File: src/core/usb_irq_cfg.svh
`ifndef USB_IRQ_CFG_SVH
`define USB_IRQ_CFG_SVH

// ****************************************
// Register offsets of both host engines.
// ****************************************
`define HOST_ONE_ADDR_OFF 16'hC088
`define HOST_ONE_EN_OFF 16'hC08C
`define HOST_ONE_STAT_OFF 16'hC090
`define HOST_TWO_ADDR_OFF 16'hC0A8
`define HOST_TWO_EN_OFF 16'hC0AC
`define HOST_TWO_STAT_OFF 16'hC0B0

// ****************************************
// Bit positions in enable and status.
// ****************************************
`define BIT_VBUS 15
`define BIT_ID 14
`define BIT_SOF 9
`define BIT_WAKE_B 7
`define BIT_WAKE_A 6
`define BIT_CONN_B 5
`define BIT_CONN_A 4
`define BIT_SE0_B 3
`define BIT_SE0_A 2
`define BIT_DONE 0

// ****************************************
// Implemented bits and reset values.
// ****************************************
`define MASK_ENGINE_ONE 16'hC2F1
`define MASK_ENGINE_TWO 16'h02F1
`define MASK_SE0 16'h000C
`define ENABLE_RESET 16'h0000
`define FLAG_RESET 16'h0000
`define DEV_ADDR_RESET 7'h00

`endif

File: src/core/usb_irq_pkg.sv
`default_nettype none
package usb_irq_pkg;

    // Events of one host engine, all sampled on clk.
    typedef struct packed {
        logic sof_expire;
        logic [1:0] wake;
        logic [1:0] se0;
        logic [1:0] host_ack;
        logic [1:0] dev_ack;
        logic [1:0] dev_nak;
        logic [1:0] dev_stall;
        logic [1:0] timeout;
    } host_event_t;

    // Register access request from one processor port.
    typedef struct packed {
        logic sel;
        logic wr;
        logic [15:0] addr;
        logic [15:0] wdata;
    } reg_req_t;

    // Registered read answer to one processor port.
    typedef struct packed {
        logic valid;
        logic [15:0] data;
    } reg_rsp_t;

endpackage : usb_irq_pkg
`default_nettype wire

File: src/core/host_irq_engine.sv
`timescale 1ns/10ps
`default_nettype none
`include "usb_irq_cfg.svh"

module host_irq_engine #(
    parameter logic [15:0] IMPL_MASK = 16'hFFFF
) (
    // Clock and reset.
    input wire logic clk,
    input wire logic rst,
    // Enable register write.
    input wire logic en_we,
    input wire logic [15:0] en_wdata,
    // Flag set and write-one-to-clear masks.
    input wire logic [15:0] set_mask,
    input wire logic [15:0] clr_mask,
    // State.
    output logic [15:0] enable_reg,
    output logic [15:0] flag_reg,
    output logic irq_reg
);

    logic [15:0] enable_next;
    logic [15:0] flag_next;
    logic irq_next;

    // Unimplemented bits never hold a one; a set in the clear cycle wins.
    always_comb begin
        enable_next = enable_reg;
        if (en_we) begin
            enable_next = en_wdata & IMPL_MASK;
        end
        flag_next = ((flag_reg & ~clr_mask) | set_mask) & IMPL_MASK;
        irq_next = |(flag_next & enable_next);
    end

    // Register the engine state.
    always_ff @(posedge clk) begin
        if (rst) begin
            enable_reg <= `ENABLE_RESET;
            flag_reg <= `FLAG_RESET;
            irq_reg <= 1'b0;
        end else begin
            enable_reg <= enable_next;
            flag_reg <= flag_next;
            irq_reg <= irq_next;
        end
    end

endmodule : host_irq_engine
`default_nettype wire

File: src/core/usb_host_interrupt_status.sv
// Function
// Seven-bit target device address, loaded by firmware before each transaction.
// Enable bit one lets its source interrupt; zero blocks it.
// Bit 15 covers VBUS crossing the 4.4V threshold, both directions, OTG port.
// VBUS and ID bits exist only in engine one; reserved in engine two.
// Bit 14 covers every rising and falling edge of the OTG ID pin.
// Flag bit 9 sets on SOF/EOP timer expiry; enable 9 gates it.
// Bits 7 and 6 cover remote wakeup of second and first port.
// Bits 5 and 4 cover connect change on attach or detach.
// Second port connect flag sets on either SE0 edge; SE0 status distinguishes.
// Status bits 3 and 2 show live SE0 of second and first port.
// Bit 0 flags done on host ACK, device ACK, NAK, STALL or timeout.
// One done flag serves both ports of an engine.
// Writing one clears a flag; writing zero leaves it.
// Status registers reachable from on-chip processor and parallel host port.
// Software writes zero to every reserved bit.
// All enable bits read zero after reset.
// Interrupt asserts while any flag and its enable are both set.
`timescale 1ns/10ps
`default_nettype none
`include "usb_irq_cfg.svh"

module usb_host_interrupt_status
    import usb_irq_pkg::*;
(
    // Clock and reset.
    input wire logic clk,
    input wire logic rst,
    // Register access from the on-chip processor.
    input wire reg_req_t cpu_req,
    output reg_rsp_t cpu_rsp_reg,
    // Register access from the parallel_host_port.
    input wire reg_req_t parallel_host_port_req,
    output reg_rsp_t parallel_host_port_rsp_reg,
    // Events of both host engines, index 0 is engine one.
    input wire host_event_t [1:0] host_event,
    // OTG levels of the otg_capable_port.
    input wire logic vbus_above_thresh,
    input wire logic otg_id,
    // Outputs to the engines and processor.
    output logic [1:0][6:0] dev_addr_reg,
    output logic [1:0] host_irq_reg
);

    // ****************************************
    // Address decode.
    // ****************************************
    localparam logic [1:0][15:0] EN_OFF = {`HOST_TWO_EN_OFF, `HOST_ONE_EN_OFF};
    localparam logic [1:0][15:0] STAT_OFF = {`HOST_TWO_STAT_OFF, `HOST_ONE_STAT_OFF};
    localparam logic [1:0][15:0] ADDR_OFF = {`HOST_TWO_ADDR_OFF, `HOST_ONE_ADDR_OFF};

    logic [1:0] cpu_en_wr;
    logic [1:0] hpp_en_wr;
    logic [1:0] cpu_st_wr;
    logic [1:0] hpp_st_wr;
    logic [1:0] cpu_ad_wr;
    logic [1:0] hpp_ad_wr;

    // Write strobes per engine and per port.
    always_comb begin
        for (int e = 0; e < 2; e++) begin
            cpu_en_wr[e] = cpu_req.sel && cpu_req.wr && (cpu_req.addr == EN_OFF[e]);
            hpp_en_wr[e] = parallel_host_port_req.sel && parallel_host_port_req.wr
                && (parallel_host_port_req.addr == EN_OFF[e]);
            cpu_st_wr[e] = cpu_req.sel && cpu_req.wr && (cpu_req.addr == STAT_OFF[e]);
            hpp_st_wr[e] = parallel_host_port_req.sel && parallel_host_port_req.wr
                && (parallel_host_port_req.addr == STAT_OFF[e]);
            cpu_ad_wr[e] = cpu_req.sel && cpu_req.wr && (cpu_req.addr == ADDR_OFF[e]);
            hpp_ad_wr[e] = parallel_host_port_req.sel && parallel_host_port_req.wr
                && (parallel_host_port_req.addr == ADDR_OFF[e]);
        end
    end

    // ****************************************
    // Edge history of levels.
    // ****************************************
    logic [1:0][1:0] se0_prev_reg;
    logic [1:0][1:0] se0_prev_next;
    logic vbus_prev_reg;
    logic vbus_prev_next;
    logic id_prev_reg;
    logic id_prev_next;
    logic armed_reg;
    logic armed_next;

    // Previous levels; no edge is seen until the first sample after reset.
    always_comb begin
        for (int e = 0; e < 2; e++) begin
            se0_prev_next[e] = host_event[e].se0;
        end
        vbus_prev_next = vbus_above_thresh;
        id_prev_next = otg_id;
        armed_next = 1'b1;
    end

    // Register the level history and the arming flag.
    always_ff @(posedge clk) begin
        if (rst) begin
            se0_prev_reg <= '0;
            vbus_prev_reg <= 1'b0;
            id_prev_reg <= 1'b0;
            armed_reg <= 1'b0;
        end else begin
            se0_prev_reg <= se0_prev_next;
            vbus_prev_reg <= vbus_prev_next;
            id_prev_reg <= id_prev_next;
            armed_reg <= armed_next;
        end
    end

    // ****************************************
    // Event set and clear masks.
    // ****************************************
    logic [1:0][15:0] set_mask;
    logic [1:0][15:0] clr_mask;
    logic [1:0][15:0] en_wdata;
    logic [1:0] en_we;
    logic [1:0] conn_edge;

    // Events become flag sets; clears from both ports combine.
    always_comb begin
        for (int e = 0; e < 2; e++) begin
            set_mask[e] = 16'h0000;
            conn_edge = armed_reg ? (host_event[e].se0 ^ se0_prev_reg[e]) : 2'b00;
            set_mask[e][`BIT_SOF] = host_event[e].sof_expire;
            set_mask[e][`BIT_WAKE_B] = host_event[e].wake[1];
            set_mask[e][`BIT_WAKE_A] = host_event[e].wake[0];
            set_mask[e][`BIT_CONN_B] = conn_edge[1];
            set_mask[e][`BIT_CONN_A] = conn_edge[0];
            set_mask[e][`BIT_DONE] = |(host_event[e].host_ack | host_event[e].dev_ack
                | host_event[e].dev_nak | host_event[e].dev_stall
                | host_event[e].timeout);
            clr_mask[e] = (cpu_st_wr[e] ? cpu_req.wdata : 16'h0000)
                | (hpp_st_wr[e] ? parallel_host_port_req.wdata : 16'h0000);
            en_we[e] = cpu_en_wr[e] | hpp_en_wr[e];
            en_wdata[e] = cpu_en_wr[e] ? cpu_req.wdata : parallel_host_port_req.wdata;
        end
        set_mask[0][`BIT_VBUS] = armed_reg && (vbus_above_thresh != vbus_prev_reg);
        set_mask[0][`BIT_ID] = armed_reg && (otg_id != id_prev_reg);
    end

    // ****************************************
    // Engines.
    // ****************************************
    logic [1:0][15:0] enable_q;
    logic [1:0][15:0] flag_q;

    host_irq_engine #(
        .IMPL_MASK(`MASK_ENGINE_ONE)
    ) u_engine_one (
        .clk(clk),
        .rst(rst),
        .en_we(en_we[0]),
        .en_wdata(en_wdata[0]),
        .set_mask(set_mask[0]),
        .clr_mask(clr_mask[0]),
        .enable_reg(enable_q[0]),
        .flag_reg(flag_q[0]),
        .irq_reg(host_irq_reg[0])
    );

    host_irq_engine #(
        .IMPL_MASK(`MASK_ENGINE_TWO)
    ) u_engine_two (
        .clk(clk),
        .rst(rst),
        .en_we(en_we[1]),
        .en_wdata(en_wdata[1]),
        .set_mask(set_mask[1]),
        .clr_mask(clr_mask[1]),
        .enable_reg(enable_q[1]),
        .flag_reg(flag_q[1]),
        .irq_reg(host_irq_reg[1])
    );

    // ****************************************
    // Device address registers.
    // ****************************************
    logic [1:0][6:0] dev_addr_next;

    // On-chip processor wins when both ports write the same cycle.
    always_comb begin
        for (int e = 0; e < 2; e++) begin
            dev_addr_next[e] = dev_addr_reg[e];
            if (cpu_ad_wr[e]) begin
                dev_addr_next[e] = cpu_req.wdata[6:0];
            end else if (hpp_ad_wr[e]) begin
                dev_addr_next[e] = parallel_host_port_req.wdata[6:0];
            end
        end
    end

    // Register the target device addresses.
    always_ff @(posedge clk) begin
        if (rst) begin
            dev_addr_reg <= {2{`DEV_ADDR_RESET}};
        end else begin
            dev_addr_reg <= dev_addr_next;
        end
    end

    // ****************************************
    // Read answers.
    // ****************************************
    logic [1:0][15:0] status_view;
    reg_rsp_t cpu_rsp_next;
    reg_rsp_t hpp_rsp_next;

    // Status view merges sticky flags with live SE0 levels.
    always_comb begin
        for (int e = 0; e < 2; e++) begin
            status_view[e] = flag_q[e] & ~`MASK_SE0;
            status_view[e][`BIT_SE0_B] = host_event[e].se0[1];
            status_view[e][`BIT_SE0_A] = host_event[e].se0[0];
        end
        cpu_rsp_next = '0;
        hpp_rsp_next = '0;
        cpu_rsp_next.valid = cpu_req.sel && !cpu_req.wr;
        hpp_rsp_next.valid = parallel_host_port_req.sel && !parallel_host_port_req.wr;
        for (int e = 0; e < 2; e++) begin
            if (cpu_req.addr == EN_OFF[e]) begin
                cpu_rsp_next.data = enable_q[e];
            end
            if (cpu_req.addr == STAT_OFF[e]) begin
                cpu_rsp_next.data = status_view[e];
            end
            if (parallel_host_port_req.addr == EN_OFF[e]) begin
                hpp_rsp_next.data = enable_q[e];
            end
            if (parallel_host_port_req.addr == STAT_OFF[e]) begin
                hpp_rsp_next.data = status_view[e];
            end
        end
        if (!cpu_rsp_next.valid) begin
            cpu_rsp_next.data = 16'h0000;
        end
        if (!hpp_rsp_next.valid) begin
            hpp_rsp_next.data = 16'h0000;
        end
    end

    // Register the read answers so that they stand for exactly one cycle.
    always_ff @(posedge clk) begin
        if (rst) begin
            cpu_rsp_reg <= '0;
            parallel_host_port_rsp_reg <= '0;
        end else begin
            cpu_rsp_reg <= cpu_rsp_next;
            parallel_host_port_rsp_reg <= hpp_rsp_next;
        end
    end

endmodule : usb_host_interrupt_status
`default_nettype wire

File: config.mk
export PLATFORM = sky130hd
export DESIGN_NAME = usb_host_interrupt_status
export DESIGN_NICKNAME = d
export VERILOG_FILES = /design/src/core/usb_irq_pkg.sv /design/src/core/host_irq_engine.sv /design/src/core/usb_host_interrupt_status.sv
export VERILOG_INCLUDE_DIRS = /design/src /design/src/core
export SDC_FILE = /design/constraint.sdc
export NUM_CORES = 1
export LEC_CHECK = 0
export BUFFER_PORTS_ARGS = -buffer_cell sky130_fd_sc_hd__buf_2
export CORE_MARGIN = 10
export CORE_UTILIZATION = 49
export CTS_CLUSTER_SIZE = 10
export DETAILED_ROUTE_END_ITERATION = 8
export PLACE_DENSITY = 0.87
export REMOVE_ABC_BUFFERS = 1
export SETUP_SLACK_MARGIN = 0.02
export SLEW_MARGIN = 15
export SYNTH_ARGS = -nofsm -noshare
export SYNTH_HDL_FRONTEND = slang
export SYNTH_SLANG_ARGS = --single-unit
File: constraint.sdc
create_clock -name clk -period 3.23 [get_ports clk]
set_clock_uncertainty 0.2 [all_clocks]
set_input_delay 0.646 -clock clk [delete_from_list [all_inputs] [get_ports clk]]
set_output_delay 0.646 -clock clk [all_outputs]
set_load 0.05 [all_outputs]
==> flow_summary.yaml <==
outcome:
  status: "finished clean"
power:
  power_mw: 2.033
  pwr-share-seq_pct: 45.8
  ir_drop_mv: 0.2914
  clkPwrFrac_pct: 42.7
  comb_power_share_pct: 11.4
  cellPowerDensity_nw_per_um2: 416.6
  switchingPower_mw: 0.5079
  switching_share_pct: 24.98
  p_leak_nw: 2.082
  p_int_mw: 1.526
synthesis:
  syn_inst: 427
  synth_area_leader_cell: "dfxtp_1"
  synth_ff_type: "dfxtp_1"
  yosysWarningCount: 0
  async_flop_share_pct: 0
  avgSynthCellArea_um2: 8.984
  synth_area_um2: 3836
  synth_most_common_cell: "dfxtp_1"
  yosysSeqAreaShare_pct: 38.10
  synth-seq-cells: 73
  synth_edf_count: 0
  synth_top_cells_by_count: "dfxtp_1, nor2_1, nand3_1, and2_1, o21ai_0"
  yosysTopAreaCellShare_pct: 38.10
  synth_area_leaders: "dfxtp_1, mux2i_1, nand3_1"
  ys_types: 55
critical_path:
  critPathBufInv: 1
  critical-path-max-stage-delay_ns: 0.67
  crit_type: "input pin to flop"
  cp.required_ns: 3.29
  arrival_ns: 2.86
  crit_path_top_delay_cell: "or4_1"
  end_kind: "flop"
  cpLargestDelayFamily: "simple AND/OR/NAND/NOR gates"
  cp_max_fo: 7
  cp-start-kind: "input pin"
  crit_chain: "buf_2 > or4bb_1 > nor3_2 > nand3b_1 > or4_1 > mux2i_1 > a211oi_1"
clock_network:
  cts_tree: "done"
  numCtsBuffers: 9
  cts_max_path_buffers: 2
  cts_sinks: 73
  post_cts_resized: 0
  clockRootBuffer: "clkbuf_8"
  h-tree-depth: 3
  clk_pin_slew_ns: 0.08
  cts_setup_buffers: 0
  clk_latency_ns: 0.35
  hold_buffers: 0
finish:
  nets: 661
  fin_cells: 666
  area_growth_pct: 27.23
  final_util_pct: 63.49
  antenna_cells: 0
  largest_register_ffs: 14
  design_area_um2: 4881
  drive_gt1_share_pct: 32.45
drt:
  dr.first_iter.drc_count: 427
  antenna_left: 0
  wl_um: 12940
  num_vias: 4091
  wl_per_cell_um: 19.43
  drcViolationCount: 0
  dr.pass1.iters: 6
  viasPerCell: 6.143
placement:
  finalWeightedCongestion: 0.9587
  io_buffer_count: 129
  post_dp_cell_area_um2: 4638
  dpl.hpwl_um: 9725
  dp_cells: 650
sta:
  timing.hold.ws_ns: 0.3229
  hold_viol_final: 0
  fmax_mhz: 356.5
  rsz0062_at_grt: "false"
  setup_violations: 0
  min_period_over_period_pct: 86.85
  worst_pin_slew_ns: 0.5431
  period_minus_slack_ns: 2.805
  finalMaxSlewViolations: 0
  slew_headroom_pct: 63.80
floorplan:
  die-area_um2: 11770
  die_y_um: 108.5
  initial_utilization_pct: 49.90
  ios: 152
  dieWidth_um: 108.5
  core_um2: 7687
  rows: 32
global_route:
  first_global_vias: 4182
  grt_pass1_wl_um: 20380
  grt_overflow: 0
  antenna_found_initial: 0
  grt_max_degree: 31
  grt_usage_pct: 21.51
hold_path:
  hold_path_class: "input pin to flop"
flow_run:
  maxCapViolations: 0
cell type report:
class | instances | area, um^2
multi-input combinational | 322 | 2197
sequential | 73 | 1461
clock buffer | 10 | 127.6
timing repair buffer | 150 | 840.8
inverter | 3 | 11.26
fill | 663 | 2806
tap | 102 | 127.6
clock inverter | 6 | 115.1
metal layers:
| metal | share of wire (%) | vias up | GRT usage (%) | routed length (um) |
|---|---|---|---|---|
| li1 | - | 1879 | - | - |
| met1 | 37 | 1885 | 24.85 | 4821 |
| met2 | 47 | 284 | 35.82 | 6139 |
| met3 | 13 | 43 | 7.496 | 1681 |
| met4 | 2.3 | 0 | 8.286 | 297 |
| met5 | 0 | - | 0 | 0 |
cell usage in the layout, fill, tap and decap left out, types with 3 or more instances in the layout:
| cell type | count |
|---|---|
| nand3_1 | 35 |
| and2_1 | 25 |
| nor2_1 | 36 |
| o21ai_1 | 3 |
| nand3b_1 | 4 |
| buf_2 | 129 |
| nand2_1 | 13 |
| nand4_1 | 3 |
| a222oi_1 | 3 |
| buf_4 | 18 |
| a221oi_1 | 3 |
| a32oi_1 | 11 |
| nor4bb_1 | 6 |
| a31o_2 | 6 |
| xor2_1 | 6 |
| a21oi_1 | 7 |
| a22oi_1 | 17 |
| o21ai_0 | 20 |
| conb_1 | 12 |
| or4bb_1 | 3 |
| and4_1 | 3 |
| mux2i_1 | 18 |
| bufinv_16 | 3 |
| a21o_1 | 3 |
| a2bb2oi_1 | 10 |
| dfxtp_1 | 73 |
| nor4_4 | 4 |
| clkbuf_8 | 9 |
| or3_1 | 3 |
| or4_1 | 4 |
| and3_1 | 6 |
| a32o_1 | 5 |
| nor4_1 | 6 |
| nor2b_1 | 6 |
| buf_12 | 3 |
| inv_1 | 3 |
| a211oi_1 | 16 |
metrics by stage:
step	setup TNS, ns	setup WS [ns]
floorplan	-5.098	-0.4440
global placement	0	0.1994
detailed placement	0	0.07802
CTS	0	0.4259
global route	0	0.3362
finish	0	0.4247
final timing paths:
path | startpoint | to | slack, ns | depth (start not counted)
worst max register to register | se0_prev_reg[1] | u_engine_one.irq_reg | 1.75 | 4
worst min register to register | u_engine_two.flag_reg[9] | parallel_host_port_rsp_reg[9] | 0.36 | 2
worst max-delay path | parallel_host_port_req[29] | dev_addr_reg[13] | 0.42 | 7
worst min-delay path | otg_id | id_prev_reg | 0.32 | 2
kinds of logic (layout without fill, tap and decap cells):
family,after synthesis,after routing,share of synthesized area [%]
AO/OA/AOI/OAI,115,115,22.37
XOR/XNOR,6,6,1.370
buffers and inverters,43,169,5.936
flip-flops,73,73,38.10
multiplexers,18,18,4.697
other,1,12,0.09775
AND/OR/NAND/NOR,171,171,27.43
power by group through the flow:
| stage | sequential [mW] | clock [mW] | combinational (mW) |
|---|---|---|---|
| after global placement | 0.951 | 0 | 0.220 |
| after global routing | 0.934 | 0.911 | 0.247 |
| after CTS | 0.931 | 0.876 | 0.227 |
| final | 0.932 | 0.869 | 0.233 |
| after detailed placement | 0.952 | 0 | 0.225 |
| after floorplan | 0.952 | 0 | 0.102 |
Note: power is estimated with default switching activity, not from simulation.
